## config.mk

```make
export PLATFORM = sky130hd
export DESIGN_NAME = fsc_status_ctrl
export DESIGN_NICKNAME = d
export VERILOG_FILES = /design/src/rtl/fsc_pkg.sv /design/src/rtl/fsc_cyc_if.sv /design/src/rtl/fsc_bus_cycle.sv /design/src/rtl/fsc_status_ctrl.sv
export VERILOG_INCLUDE_DIRS = /design/src /design/src/rtl
export SDC_FILE = /design/constraint.sdc
export NUM_CORES = 1
export LEC_CHECK = 0
export BUFFER_PORTS_ARGS = -buffer_cell sky130_fd_sc_hd__clkbuf_2
export CAP_MARGIN = 20
export CORE_MARGIN = 2
export CORE_UTILIZATION = 55
export CTS_CLUSTER_DIAMETER = 80
export DETAILED_ROUTE_END_ITERATION = 10
export PLACE_DENSITY = 0.76
export REMOVE_ABC_BUFFERS = 1
export SETUP_SLACK_MARGIN = 0.05
export SLEW_MARGIN = 20
export SYNTH_ARGS = -nofsm -noshare
export SYNTH_HDL_FRONTEND = slang
export SYNTH_HIERARCHICAL = 1
export SYNTH_SLANG_ARGS = --single-unit
```

## constraint.sdc

```tcl
create_clock -name sys_clk -period 3.6 [get_ports sys_clk]
set_clock_uncertainty 0.1 [all_clocks]
set_input_delay 0.72 -clock sys_clk [delete_from_list [all_inputs] [get_ports sys_clk]]
set_output_delay 0.72 -clock sys_clk [all_outputs]
set_load 0.005 [all_outputs]
```

## src/rtl/fsc_map.svh

```systemverilog
// constants of the flash status/reset controller: commands, addresses, timing
// assumes a 100 MHz sys_clk and a x16 flash with word addressing
`ifndef FSC_MAP_SVH
`define FSC_MAP_SVH

`define FSC_ADDR_W        26
`define FSC_DATA_W        16
`define FSC_CLK_NS        10
// command words and unlock addresses, plain defaults
`define FSC_UNLOCK_A1     26'h0000555
`define FSC_UNLOCK_A2     26'h00002AA
`define FSC_UNLOCK_D1     16'h00AA
`define FSC_UNLOCK_D2     16'h0055
`define FSC_CMD_STATUS    16'h0070
`define FSC_CMD_CLEAR     16'h0071
`define FSC_CMD_SOFTRST   16'h00F0
`define FSC_CMD_ERS_SUSP  16'h00B0
`define FSC_CMD_PRG_SUSP  16'h0051
`define FSC_CMD_ERS_RES   16'h0030
`define FSC_CMD_PRG_RES   16'h0050
`define FSC_CMD_ECC_ENTRY 16'h0075
// status word layout
`define FSC_BIT_READY     7
`define FSC_BIT_ERS_SUSP  6
`define FSC_BIT_ERS_FAIL  5
`define FSC_BIT_PRG_FAIL  4
`define FSC_BIT_ABORT     3
`define FSC_BIT_PRG_SUSP  2
`define FSC_BIT_LOCKED    1
`define FSC_MASK_DEFINED  16'h00FE
`define FSC_MASK_READY    16'h0080
// timing in ns and derived cycles (least times round up)
`define FSC_T_WE_NS       40
`define FSC_T_RD_NS       100
`define FSC_T_HOLD_NS     20
`define FSC_T_HWRST_NS    200
`define FSC_T_RECOVER_NS  35000
`define FSC_WE_CYC   ((`FSC_T_WE_NS + `FSC_CLK_NS - 1) / `FSC_CLK_NS)
`define FSC_RD_CYC   ((`FSC_T_RD_NS + `FSC_CLK_NS - 1) / `FSC_CLK_NS)
`define FSC_HOLD_CYC ((`FSC_T_HOLD_NS + `FSC_CLK_NS - 1) / `FSC_CLK_NS)
`define FSC_HWRST_CYC ((`FSC_T_HWRST_NS + `FSC_CLK_NS - 1) / `FSC_CLK_NS)
`define FSC_RECOVER_CYC ((`FSC_T_RECOVER_NS + `FSC_CLK_NS - 1) / `FSC_CLK_NS)
`define FSC_POLL_LIMIT    1023

`endif

```

## src/rtl/fsc_pkg.sv

```systemverilog
// types shared by the flash status/reset controller modules
// assumes fsc_map.svh supplies the widths
`default_nettype none
`include "fsc_map.svh"
package fsc_pkg;

  typedef enum logic [3:0] {
    FSC_OP_STATUS    = 4'h0,
    FSC_OP_CLEAR     = 4'h1,
    FSC_OP_SOFTRST   = 4'h2,
    FSC_OP_ERS_SUSP  = 4'h3,
    FSC_OP_PRG_SUSP  = 4'h4,
    FSC_OP_ERS_RES   = 4'h5,
    FSC_OP_PRG_RES   = 4'h6,
    FSC_OP_ECC_ENTRY = 4'h7,
    FSC_OP_HWRST     = 4'h8
  } fsc_op_t;

  typedef enum logic [4:0] {
    FSC_S_IDLE  = 5'h01,
    FSC_S_WRITE = 5'h02,
    FSC_S_READ  = 5'h04,
    FSC_S_HWRST = 5'h08,
    FSC_S_DONE  = 5'h10
  } fsc_state_t;

  typedef enum logic [3:0] {
    FSC_B_IDLE  = 4'h1,
    FSC_B_SETUP = 4'h2,
    FSC_B_PULSE = 4'h4,
    FSC_B_HOLD  = 4'h8
  } fsc_bstate_t;

  typedef logic [`FSC_ADDR_W-1:0] fsc_addr_t;
  typedef logic [`FSC_DATA_W-1:0] fsc_data_t;

endpackage : fsc_pkg
`default_nettype wire

```

## src/rtl/fsc_cyc_if.sv

```systemverilog
// one bus cycle request between sequencer and pin engine
// assumes a single sys_clk domain; req and done are one-cycle pulses
`default_nettype none
interface fsc_cyc_if;
  import fsc_pkg::*;
  logic      req;
  logic      isWrite;
  fsc_addr_t addr;
  fsc_data_t wdata;
  logic      done;
  fsc_data_t rdata;
  modport ctrl (output req, output isWrite, output addr, output wdata,
                input done, input rdata);
  modport eng  (input req, input isWrite, input addr, input wdata,
                output done, output rdata);
endinterface : fsc_cyc_if
`default_nettype wire

```

## src/rtl/fsc_bus_cycle.sv

```systemverilog
// pin engine: one asynchronous write or read cycle on the flash strobes
// assumes dqIn is synchronous to sys_clk; one request at a time
`default_nettype none
`include "fsc_map.svh"
module fsc_bus_cycle
  import fsc_pkg::*;
(
  input  wire logic  sys_clk,
  input  wire logic  rstn,
  fsc_cyc_if.eng     cyc,
  output var  logic  chipEnN,
  output var  logic  outEnN,
  output var  logic  wrEnN,
  output var  fsc_addr_t flashAddr,
  output var  fsc_data_t dqOut,
  output var  logic  dqOeN,
  input  wire fsc_data_t dqIn
);

  typedef struct packed {
    fsc_bstate_t st;
    logic        isWrite;
    logic [3:0]  cnt;
    logic        ceN;
    logic        oeN;
    logic        weN;
    fsc_addr_t   addr;
    fsc_data_t   dout;
    logic        drvN;
    logic        done;
    fsc_data_t   rdata;
  } fsc_bus_st_t;

  fsc_bus_st_t r;
  fsc_bus_st_t next_r;

  always_comb begin
    next_r      = r;
    next_r.done = 1'b0;
    case (r.st)
      FSC_B_IDLE: begin
        if (cyc.req) begin
          next_r.st      = FSC_B_SETUP;
          next_r.isWrite = cyc.isWrite;
          next_r.addr    = cyc.addr;
          next_r.dout    = cyc.wdata;
          next_r.ceN     = 1'b0;
          next_r.drvN    = ~cyc.isWrite;
        end
      end
      FSC_B_SETUP: begin
        next_r.st = FSC_B_PULSE;
        if (r.isWrite) begin
          next_r.weN = 1'b0;
          next_r.cnt = 4'(`FSC_WE_CYC - 1);
        end else begin
          next_r.oeN = 1'b0;
          next_r.cnt = 4'(`FSC_RD_CYC - 1);
        end
      end
      FSC_B_PULSE: begin
        if (r.cnt == 4'h0) begin
          // rising strobe edge latches a command or ends the read
          next_r.st  = FSC_B_HOLD;
          next_r.weN = 1'b1;
          next_r.oeN = 1'b1;
          next_r.ceN = 1'b1;
          next_r.cnt = 4'(`FSC_HOLD_CYC - 1);
          if (!r.isWrite) begin
            next_r.rdata = dqIn;
          end
        end else begin
          next_r.cnt = r.cnt - 4'h1;
        end
      end
      FSC_B_HOLD: begin
        // data bus released only after the hold time past the edge
        if (r.cnt == 4'h0) begin
          next_r.st   = FSC_B_IDLE;
          next_r.drvN = 1'b1;
          next_r.done = 1'b1;
        end else begin
          next_r.cnt = r.cnt - 4'h1;
        end
      end
      default: next_r.st = FSC_B_IDLE;
    endcase
  end

  always_ff @(posedge sys_clk or negedge rstn) begin
    if (!rstn) begin
      r <= '{st: FSC_B_IDLE, isWrite: 1'b0, cnt: 4'h0, ceN: 1'b1, oeN: 1'b1,
             weN: 1'b1, addr: '0, dout: '0, drvN: 1'b1, done: 1'b0, rdata: '0};
    end else begin
      r <= next_r;
    end
  end

  assign chipEnN   = r.ceN;
  assign outEnN    = r.oeN;
  assign wrEnN     = r.weN;
  assign flashAddr = r.addr;
  assign dqOut     = r.dout;
  assign dqOeN     = r.drvN;
  assign cyc.done  = r.done;
  assign cyc.rdata = r.rdata;

  strobe_excl_a: assert property (@(posedge sys_clk) disable iff (!rstn)
    !(!r.oeN && !r.weN) && (r.ceN -> (r.oeN && r.weN)))
    else $error("output and write strobes overlap or run without chip enable");
  no_contend_a: assert property (@(posedge sys_clk) disable iff (!rstn)
    !r.drvN |-> r.oeN)
    else $error("data bus driven during a read strobe");
  we_width_a: assert property (@(posedge sys_clk) disable iff (!rstn)
    $fell(r.weN) |-> !r.weN [*4] ##1 r.weN)
    else $error("write strobe width is not four cycles");
  done_pulse_a: assert property (@(posedge sys_clk) disable iff (!rstn)
    r.done |=> !r.done && r.ceN)
    else $error("cycle done is not a single pulse");

endmodule // fsc_bus_cycle
`default_nettype wire

```

## src/rtl/fsc_status_ctrl.sv

```systemverilog
// host sequencer for flash status read, clear, soft reset, suspend/resume
// and ecc overlay entry; also pulses the flash hardware reset pin
// assumes the flash pins are wired directly and dqIn is synchronous
`default_nettype none
`include "fsc_map.svh"
// Behaviour
// - host falls back to hardware reset pulse when polling never recovers.
// - reserved bits 15:8 and 0 are masked by the host.
// - bit 7 one means idle; bits 6:1 ignored while busy.
// - after a suspend command the host polls status until ready.
module fsc_status_ctrl
  import fsc_pkg::*;
#(
  parameter int unsigned RECOVER_CYC = `FSC_RECOVER_CYC
)
(
  input  wire logic      sys_clk,
  input  wire logic      rstn,
  input  wire logic      cmdValid,
  input  wire logic [3:0] cmdOp,
  input  wire fsc_addr_t cmdAddr,
  output var  logic      cmdReady,
  output var  logic      rspValid,
  output var  fsc_data_t rspStatus,
  output var  logic      rspRefused,
  output var  logic      rspTimeout,
  output var  logic      chipEnN,
  output var  logic      outEnN,
  output var  logic      wrEnN,
  output var  logic      hwResetN,
  output var  fsc_addr_t flashAddr,
  output var  fsc_data_t dqOut,
  output var  logic      dqOeN,
  input  wire fsc_data_t dqIn
);

  typedef struct packed {
    fsc_state_t st;
    fsc_op_t    op;
    fsc_addr_t  addr;
    logic [1:0] step;
    logic       polling;
    logic [9:0] polls;
    logic       req;
    logic       isWrite;
    fsc_addr_t  cAddr;
    fsc_data_t  cData;
    logic       issued;
    logic [15:0] cnt;
    logic       devReady;
    logic       ready;
    logic       rsp;
    fsc_data_t  status;
    logic       refused;
    logic       timeout;
    logic       hwN;
  } fsc_ctrl_st_t;

  fsc_ctrl_st_t r;
  fsc_ctrl_st_t next_r;
  fsc_cyc_if    cyc ();

  fsc_bus_cycle u_bus (
    .sys_clk   (sys_clk),
    .rstn      (rstn),
    .cyc       (cyc),
    .chipEnN   (chipEnN),
    .outEnN    (outEnN),
    .wrEnN     (wrEnN),
    .flashAddr (flashAddr),
    .dqOut     (dqOut),
    .dqOeN     (dqOeN),
    .dqIn      (dqIn)
  );

  ////////////////////////////////////////////////////////////////////////////
  // write sequence of each op: {last, address, data} for a given step

  function automatic logic [`FSC_ADDR_W+`FSC_DATA_W:0] fsc_write_step(
    input fsc_op_t op, input logic polling, input logic [1:0] step,
    input fsc_addr_t addr);
    fsc_data_t cmd;
    cmd = `FSC_CMD_STATUS;
    case (op)
      FSC_OP_CLEAR:     cmd = `FSC_CMD_CLEAR;
      FSC_OP_SOFTRST:   cmd = `FSC_CMD_SOFTRST;
      FSC_OP_ERS_SUSP:  cmd = `FSC_CMD_ERS_SUSP;
      FSC_OP_PRG_SUSP:  cmd = `FSC_CMD_PRG_SUSP;
      FSC_OP_ERS_RES:   cmd = `FSC_CMD_ERS_RES;
      FSC_OP_PRG_RES:   cmd = `FSC_CMD_PRG_RES;
      default:          cmd = `FSC_CMD_STATUS;
    endcase
    if (polling) begin
      cmd = `FSC_CMD_STATUS;
    end
    if (op == FSC_OP_ECC_ENTRY && !polling) begin
      // unlock pair, then entry at the page address
      if (step == 2'h0) begin
        return {1'b0, `FSC_UNLOCK_A1, `FSC_UNLOCK_D1};
      end else if (step == 2'h1) begin
        return {1'b0, `FSC_UNLOCK_A2, `FSC_UNLOCK_D2};
      end
      return {1'b1, addr, `FSC_CMD_ECC_ENTRY};
    end
    return {1'b1, `FSC_UNLOCK_A1, cmd};
  endfunction

  function automatic logic fsc_needs_read(input fsc_op_t op, input logic polling);
    return polling || op == FSC_OP_STATUS;
  endfunction

  ////////////////////////////////////////////////////////////////////////////
  // sequencer

  always_comb begin
    logic [`FSC_ADDR_W+`FSC_DATA_W:0] w;
    fsc_data_t masked;
    w              = fsc_write_step(r.op, r.polling, r.step, r.addr);
    masked         = cyc.rdata & `FSC_MASK_DEFINED;
    next_r         = r;
    next_r.req     = 1'b0;
    next_r.rsp     = 1'b0;
    case (r.st)
      FSC_S_IDLE: begin
        if (cmdValid) begin
          next_r.ready   = 1'b0;
          next_r.op      = fsc_op_t'(cmdOp);
          next_r.addr    = cmdAddr;
          next_r.step    = 2'h0;
          next_r.polling = 1'b0;
          next_r.polls   = 10'h000;
          next_r.issued  = 1'b0;
          next_r.refused = 1'b0;
          next_r.timeout = 1'b0;
          if (fsc_op_t'(cmdOp) == FSC_OP_HWRST) begin
            next_r.st  = FSC_S_HWRST;
            next_r.hwN = 1'b0;
            next_r.cnt = 16'(`FSC_HWRST_CYC - 1);
          end else if (fsc_op_t'(cmdOp) == FSC_OP_SOFTRST && !r.devReady) begin
            // a reset written mid-algorithm would be ignored anyway
            next_r.refused = 1'b1;
            next_r.st      = FSC_S_DONE;
          end else begin
            next_r.st = FSC_S_WRITE;
          end
        end
      end
      FSC_S_WRITE: begin
        if (!r.issued) begin
          next_r.req     = 1'b1;
          next_r.issued  = 1'b1;
          next_r.isWrite = 1'b1;
          next_r.cAddr   = w[`FSC_ADDR_W+`FSC_DATA_W-1:`FSC_DATA_W];
          next_r.cData   = w[`FSC_DATA_W-1:0];
        end else if (cyc.done) begin
          next_r.issued = 1'b0;
          if (!w[`FSC_ADDR_W+`FSC_DATA_W]) begin
            next_r.step = r.step + 2'h1;
          end else if (fsc_needs_read(r.op, r.polling)) begin
            // status write latched; the very next access must be the read
            next_r.st = FSC_S_READ;
          end else begin
            // soft reset, clear and resume need no extra wait; a suspend goes on to poll
            next_r.st = FSC_S_DONE;
            if (r.op == FSC_OP_SOFTRST) begin
              next_r.devReady = 1'b1;
            end
            if (r.op == FSC_OP_ERS_SUSP || r.op == FSC_OP_PRG_SUSP) begin
              next_r.st      = FSC_S_WRITE;
              next_r.polling = 1'b1;
            end
          end
        end
      end
      FSC_S_READ: begin
        if (!r.issued) begin
          next_r.req     = 1'b1;
          next_r.issued  = 1'b1;
          next_r.isWrite = 1'b0;
          next_r.cAddr   = r.addr;
        end else if (cyc.done) begin
          // this single read also closes the status overlay
          next_r.issued   = 1'b0;
          next_r.devReady = masked[`FSC_BIT_READY];
          next_r.status   = masked[`FSC_BIT_READY] ? masked : `FSC_MASK_READY & masked;
          next_r.st       = FSC_S_DONE;
          if (r.polling && !masked[`FSC_BIT_READY]) begin
            if (r.polls == 10'(`FSC_POLL_LIMIT)) begin
              // device stuck busy; only the hardware pin can recover it
              next_r.timeout = 1'b1;
              next_r.st      = FSC_S_HWRST;
              next_r.hwN     = 1'b0;
              next_r.cnt     = 16'(`FSC_HWRST_CYC - 1);
            end else begin
              next_r.polls = r.polls + 10'h001;
              next_r.st    = FSC_S_WRITE;
            end
          end
        end
      end
      FSC_S_HWRST: begin
        if (r.cnt != 16'h0000) begin
          next_r.cnt = r.cnt - 16'h0001;
        end else if (!r.hwN) begin
          next_r.hwN = 1'b1;
          next_r.cnt = 16'(RECOVER_CYC);
        end else begin
          next_r.devReady = 1'b1;
          next_r.status   = `FSC_MASK_READY;
          next_r.st       = FSC_S_DONE;
        end
      end
      FSC_S_DONE: begin
        next_r.rsp   = 1'b1;
        next_r.ready = 1'b1;
        next_r.st    = FSC_S_IDLE;
      end
      default: next_r.st = FSC_S_IDLE;
    endcase
  end

  always_ff @(posedge sys_clk or negedge rstn) begin
    if (!rstn) begin
      r <= '{st: FSC_S_IDLE, op: FSC_OP_STATUS, addr: '0, step: 2'h0,
             polling: 1'b0, polls: 10'h000, req: 1'b0, isWrite: 1'b0,
             cAddr: '0, cData: '0, issued: 1'b0, cnt: 16'h0000,
             devReady: 1'b1, ready: 1'b1, rsp: 1'b0, status: '0,
             refused: 1'b0, timeout: 1'b0, hwN: 1'b1};
    end else begin
      r <= next_r;
    end
  end

  assign cyc.req     = r.req;
  assign cyc.isWrite = r.isWrite;
  assign cyc.addr    = r.cAddr;
  assign cyc.wdata   = r.cData;
  assign cmdReady    = r.ready;
  assign rspValid    = r.rsp;
  assign rspStatus   = r.status;
  assign rspRefused  = r.refused;
  assign rspTimeout  = r.timeout;
  assign hwResetN    = r.hwN;

  ////////////////////////////////////////////////////////////////////////////

  reserved_mask_a: assert property (@(posedge sys_clk) disable iff (!rstn)
    rspValid |-> rspStatus[15:8] == 8'h00 && !rspStatus[0])
    else $error("reserved status bits not masked");
  busy_mask_a: assert property (@(posedge sys_clk) disable iff (!rstn)
    rspValid && !rspStatus[7] |-> rspStatus[6:1] == 6'h00)
    else $error("busy status carries result bits");
  suspend_ready_a: assert property (@(posedge sys_clk) disable iff (!rstn)
    rspValid && !rspTimeout && (r.op == FSC_OP_ERS_SUSP || r.op == FSC_OP_PRG_SUSP)
    |-> rspStatus[7])
    else $error("suspend answered before device ready");
  hw_pulse_a: assert property (@(posedge sys_clk) disable iff (!rstn)
    $fell(hwResetN) |-> !hwResetN [*8])
    else $error("hardware reset pulse too short");
  read_follows_a: assert property (@(posedge sys_clk) disable iff (!rstn)
    r.st == FSC_S_READ && r.req |-> !r.isWrite ##1 r.st == FSC_S_READ)
    else $error("status read not issued as a read");
  refuse_busy_a: assert property (@(posedge sys_clk) disable iff (!rstn)
    cmdValid && cmdReady && cmdOp == 4'h2 && !r.devReady |-> ##2 rspValid && rspRefused)
    else $error("soft reset not refused while busy");

endmodule // fsc_status_ctrl
`default_nettype wire

```

# --- After elaboration in Yosys (flattened, before gate mapping) ---
# Cells that the tools add are included.
# Widths: inputs -> output; s select.
op_classes:
  mux: 100
  eq_ne: 45
  reduce_logical: 46
  n_addsub: 4
  bitwise_logic: 3
op_table:
  columns: ["op", "n"]
  rows:
  - ["$mux 43", 5]
  - ["$mux 16", 10]
  - ["$mux 5", 13]
  - ["$pmux 28 s2", 1]
  - ["$mux 48", 1]
  - ["$pmux 16 s3", 1]
  - ["$pmux 8 s6", 1]
  - ["$mux 44", 1]
  - ["$mux 10", 4]
  - ["$ne 2x2->1 const B", 19]
  - ["$mux 17", 2]
  - ["$pmux 16 s2", 1]
  - ["$mux 1", 28]
  - ["$mux 28", 1]
  - ["$mux 4", 6]
  - ["$reduce_and 8->1", 3]
  - ["$reduce_and 3->1", 7]
  - ["$eq 4x3->1 const B", 5]
  - ["$pmux 10 s2", 1]
  - ["$pmux 5 s4", 1]
  - ["$mux 18", 1]
  - ["$eq 4x2->1 const B", 4]
  - ["$pmux 4 s4", 1]
  - ["$reduce_bool 16->1", 1]
  - ["other kinds (36)", 80]
word_totals:
  output_inout_bits: 67
  regBits: 195

# --- Longest topological paths before layout ---
# Gate-level depths: netlist of run 1.
depth:
  depth_word: 11
  depth_mapped: 10

# --- Cells and area by module ---
# Netlist of run 1, hierarchy kept.
by_module_without_submodules:
  columns: ["module", "seq_area_each_um2", "cells_per_inst", "instances", "area_each_um2"]
  rows:
  - ["fsc_status_ctrl", 2832.7, 587, 1, 5500.3]
  - ["fsc_bus_cycle", 1808.0, 346, 1, 3398.3]

# --- Worst setup path before layout of run 1 ---
# No wires, ideal clock.
synth_timing:
  kind: "reg-to-reg"
  startpoint: "register r[129] (netlist bit)"
  endpoint: "register r[22] (netlist bit)"
  required_time_ns: 3.373
  setup_time_ns: 0.127
  path_buffers: 1
  stages_incl_launch_ff: 8
  path_slack_ns: 1.154
  arrival_time_ns: 2.218
  path_cell_list: "dfrtp_1 or4_4 or3_4 a31o_4 and2_4 buf_6 inv_4 mux2_1"
synth_between:
  elab_chain_len: 3
  word_cells_on_any_way: 13
synth_rtl:
  columns: ["element", "line", "text"]
  rows:
  - ["from (decl)", "fsc_status_ctrl.sv:59", "fsc_ctrl_st_t r;"]
  - ["from (signal assigned)", "fsc_status_ctrl.sv:224", "r <= '{st: FSC_S_IDLE, op: FSC_OP_STATUS, addr: '0, step: 2'h0,"]
  - ["from (signal assigned)", "fsc_status_ctrl.sv:230", "r <= next_r;"]
  - ["$eq 5x4->1, or another cell as far along", "fsc_status_ctrl.sv:123", "case (r.st)"]
  - ["$ne 3x3->1 (no source line), or another cell as far along", null, null]
  - ["$reduce_and 8->1 (no source line)", null, null]
# Parallel ways exist; a longest one is shown, timed or not.
# A chain may end at the register's enable or synchronous reset.

# --- Worst setup path in the final report of run 1 ---
layout_timing:
  startpoint: "register r[127] (netlist bit)"
  endpoint: "register r (netlist bit cyc.addr[1])"
layout_between:
  elab_chain_len: 3
  word_cells_on_any_way: 7
layout_rtl:
  columns: ["element", "line"]
  rows:
  - ["$eq 5x2->1 / $eq 5x3->1 (equally long branches)", "fsc_status_ctrl.sv:123"]
  - ["$ne 2x2->1 (no source line) / $reduce_bool 2->1 (equally long branches)", null]
  - ["$reduce_and 3->1 (no source line)", null]
# Parallel ways exist; a longest one is shown, timed or not.

==> results.ini, run 1 <==
[status]
status=completed

[setup_path]
cp_cell_sequence=nor3_1 > nand2_1 > a21o_1 > a21oi_1 > buf_4 > a21oi_1 > nor2_1
start_kind=register
crit_buf_inv=1
cp_max_fo=17
critical-path-max-stage-delay_ns=0.50
crit_path_end_kind=register
cp_top_family=simple AND/OR/NAND/NOR gates
crit_required_ns=3.86
arrival_ns=2.97
crit_top_cell=a21oi_1
cp_slowest_cell=nor3_1
criticalPathCategory=register to register

[clock_network]
cts_post_setup_buffers_inserted=0
clkTransAtPathRegs_ns=0.07
cts-htree-levels=4
numCtsBuffers=17
cts_sinks=176
clock_latency_ns=0.43
root_buffer=clkbuf_16
cts_buffer_depth=2
cts_hold_buf=0
cts_tree=built
cts_resized=0

[final_layout]
antenna_cells=0
nets=1001
drive_above_1_share_pct=19.52
fill_cells=1243
final_core_util_pct=61.22
areaGrowthSynthToFinish_pct=9.371
fin_area_um2=9273

[global_route]
use_met1_pct=30.83
antenna_found_initial=0
top_usage_layer=met2
grt_pass1_vias=6196
grt_use_met2_pct=36.96
use_met3_pct=5.634
grt_max_degree=92
grt.overflow.total=0
grt_pass1_wl_um=29900
grt_util_all_layers_pct=22.97

[synthesis]
synth_area_per_cell_um2=9.358
synth.yosys.warnings=6
syn-cell-area_um2=8478
syn_inst=906

[floorplanning]
io-pin-count=116
placeableCoreArea_um2=15150
dieArea_um2=16420
fp.dieH_um=128.2
num_rows=45
initial_core_util_pct=55.98
die_width_um=128.2

[detailed_routing]
drt_first_pass_iters=5
drc=0
drt_iter0_markers=469
via_per_inst=5.477
wl_per_cell_um=15.58
drt-total-wl_um=17850
num_vias=6277
ant_nets=0

[timing]
min_period_over_period_pct=75.34
worstMarginPinSlew_ns=0.8239
final-setup-viol-count=0
fmax_ghz=0.3687
period_needed_ns=2.712
max_slew_margin_pct=45.07
finalSetupTns_ns=0
rsz0062_at_grt=false
slew_violations=0
hold_violations=0

[pwr]
p_leak_nw=4.617
ir_drop_mv=0.3889
power_density_nw_per_um2=725.7

[placement]
post_dp_cell_area_um2=8651
gp_congestion=0.9359
dp_hpwl_um=12050
io_buffers=97

[hold_path]
hold_path_class=input pin to asynchronous set/reset pin

[job]
maxCapViolations=0

-- state kept, by name (all words and copies together), names as in the netlist, 7 cells and up --
register and cells:
r 66, cyc.addr 26, u_bus/flashAddr 26, u_bus/dqOut 16
u_bus/r 9, cyc.wdata 7, rspStatus 7, u_bus/cyc.rdata 7
-- worst paths after layout --
| check | slack, ns | to | from | cells past startpoint |
|---|---|---|---|---|
| worst max register to register | 0.89 | cyc.addr[1] | r[127] | 7 |
| min in group sys_clk | 0.36 | u_bus/flashAddr[0] | cyc.addr[0] | 2 |
| worst min register to register | 0.36 | u_bus/flashAddr[0] | cyc.addr[0] | 2 |
| max in group asynchronous | 2.28 | u_bus/dqOeN | rstn | 2 |
| worst max-delay path | 0.89 | cyc.addr[1] | r[127] | 7 |
| worst min-delay path | 0.23 | u_bus/dqOut[11] | rstn | 1 |
-- stage by stage --
step / total power (W) / setup WS, ns / hold WS (ns) / std cells
after global placement: 0.004777 / 0.8546 / 0.3439 / 1114
after floorplan: 0.004174 / 0.6994 / 0.3058 / 817
after detailed placement: 0.004863 / 0.7536 / 0.3533 / 1114
final: 0.006729 / 0.8876 / 0.2318 / 1146
after CTS: 0.006775 / 0.7611 / 0.2762 / 1146
after global routing: 0.007179 / 0.7136 / 0.2807 / 1146
-- layer usage --
metal  vias to the layer above  part of all wire [%]  wire (um)
li1                       3075                     -          -
met1                      2995                    46       8194
met2                       191                    48       8540
met3                        16                   5.1        913
met4                         0                   1.1        203
met5                         -                     0          0
-- power breakdown --
group          leakage (nW)  internal [W]  switching (W)
Combinational          2.04      0.000721        0.00112
Sequential             2.28       0.00254       0.000449
Clock                 0.300       0.00101       0.000887
-- final cells by class --
cell class	count	area [um2]	area share, %
Tap cell	188	235.2	2.537
Sequential cell	176	4415	47.62
Multi-Input combinational cell	614	3314	35.74
Clock inverter	15	196.4	2.118
Timing Repair Buffer	109	581.8	6.274
Clock buffer	17	425.4	4.588
Inverter	27	103.9	1.120
-- cells in the final DEF, fill, tap and decap left out, types with 4 or more instances in the layout --
cell type / count
nand2_1: 256
dfrtp_1: 167
clkbuf_2: 96
nor2_1: 56
o21ai_0: 40
a21oi_1: 35
inv_1: 25
nor3_1: 20
conb_1: 17
clkbuf_16: 17
a22o_1: 16
buf_4: 12
a31oi_1: 11
nand3_1: 10
dfstp_2: 9
nand4_1: 8
a21o_1: 7
ha_1: 7
nor4_1: 6
nand2b_1: 6
inv_8: 6
nor3b_1: 5
xnor2_1: 5
or3_1: 5
a221o_1: 5
and3_1: 4
nor2_2: 4
o22ai_1: 4
or2_2: 4
o22a_1: 4
clkinv_8: 4
mux2_2: 4
No activity file was read; power rests on OpenSTA's default activity.
==> run 2: changes to the inputs <==
- clock period: 3.6 -> 2.5 ns (I/O delays scaled with it)
==> results.ini, run 2 (synthesis results as in run 1) <==
[final_layout]
areaGrowthSynthToFinish_pct=13.16
fin_area_um2=9594
antenna_cells=0
largest_register_ffs=66
final_core_util_pct=63.35
regMostFlops=r
final_common_cell=nand2_1
drive_above_1_share_pct=23.07
layout.cells.most_common_list=nand2_1, dfrtp_1, clkbuf_2
nets=1040
fill_cells=1240

[global_route]
grt_util_all_layers_pct=23.94
grt.overflow.total=0
antenna_found_initial=0
grt_pass1_wl_um=31230
grt_max_degree=71
grt_pass1_vias=6271

[clock_network]
cts-htree-levels=4
numCtsBuffers=17
cts_sinks=176
root_buffer=clkbuf_16
cts_buffer_depth=2
clock_latency_ns=0.43
cts_tree=built
clkTransAtPathRegs_ns=0.07

[placement]
gp_congestion=0.9138
dp_hpwl_um=12380
io_buffers=97
post_dp_cell_area_um2=8934

[pwr]
ir_drop_mv=0.5515
total_power_w=0.009856
power_density_nw_per_um2=1027
p_leak_nw=4.809

[status]
status=completed

[setup_path]
crit_path_end_kind=register
arrival_ns=2.62
criticalPathCategory=register to register
start_kind=register
crit_required_ns=2.71
cp_max_fo=6

[timing]
worstMarginPinSlew_ns=0.7012
max_slew_margin_pct=53.26
fmax_ghz=0.4146
min_period_over_period_pct=96.48
slew_violations=0
final-setup-viol-count=0
rsz0062_at_grt=true
hold_violations=0
finalSetupTns_ns=0
period_needed_ns=2.412

[floorplanning]
io-pin-count=116
num_rows=45
die_width_um=128.2
fp.dieH_um=128.2
placeableCoreArea_um2=15150
initial_core_util_pct=55.98
dieArea_um2=16420

[detailed_routing]
via_per_inst=5.522
drt-total-wl_um=18430
wl_per_cell_um=15.55
ant_nets=0
drt_first_pass_iters=5
num_vias=6544
drc=0
drt_iter0_markers=490

[job]
maxCapViolations=0

[hold_path]
hold_path_class=input pin to register

==> run 2: repair_timing <==
item                                   in CTS  in global routing
gates resized for setup                     0                  7
hold buffers                                1                  0
buffers inserted                            0                  7
endpoints found under the hold margin       4                  0
setup endpoints to repair                   0                 12
==> run 2: worst max-delay path: stages, from the launching register on <==
cell and delay [ns]:
dfrtp_2 0.44, or4_4 0.55, or3_4 0.38, a31o_4 0.23, and2_4 0.19, inv_4 0.08
mux2_1 0.33
==> run 2: power by group <==
group,switching (W),internal (W)
Clock,0.00124,0.00133
Sequential,0.000584,0.00367
Combinational,0.00177,0.00127
==> run 2: final timing paths <==
| path | from | endpoint | slack (ns) | cells after the start |
|---|---|---|---|---|
| max in group asynchronous | rstn | cyc.addr[2] | 1.08 | 3 |
| worst max-delay path | r[128] | r[22] | 0.09 | 6 |
| worst min register to register | cyc.addr[1] | u_bus/flashAddr[1] | 0.37 | 2 |
| worst min-delay path | cmdAddr[13] | r[109] | 0.16 | 3 |
| worst max register to register | r[128] | r[22] | 0.09 | 6 |
| min in group asynchronous | rstn | u_bus/dqOut[13] | 0.55 | 2 |
==> run 2: final cells by class <==
type | instances | area, um2 | share of cell area [%]
Sequential cell | 176 | 4418 | 46.05
Tap cell | 188 | 235.2 | 2.452
Inverter | 27 | 103.9 | 1.082
Clock inverter | 15 | 143.9 | 1.500
Clock buffer | 17 | 425.4 | 4.434
Timing Repair Buffer | 148 | 927.1 | 9.664
Multi-Input combinational cell | 614 | 3341 | 34.82
==> run 2: metal layers <==
metal	share of wire, %	vias to the layer above	global-route usage [%]	routed length (um)
li1	-	3145	-	-
met1	45	3199	32.40	8361
met2	48	180	39.26	8933
met3	4.8	20	4.591	889
met4	1.3	0	7.692	243
met5	0	-	0	0
==> run 2: metrics by stage <==
step           instances  hold WS [ns]  setup WS, ns
6_report            1185        0.1580       0.08801
5_1_grt             1185        0.1508       0.03516
4_1_cts             1178        0.1448       0.06335
3_5_place_dp        1145        0.3536       0.06662
3_3_place_gp        1145        0.3469        0.1275
2_1_floorplan        817        0.1044       -0.4006
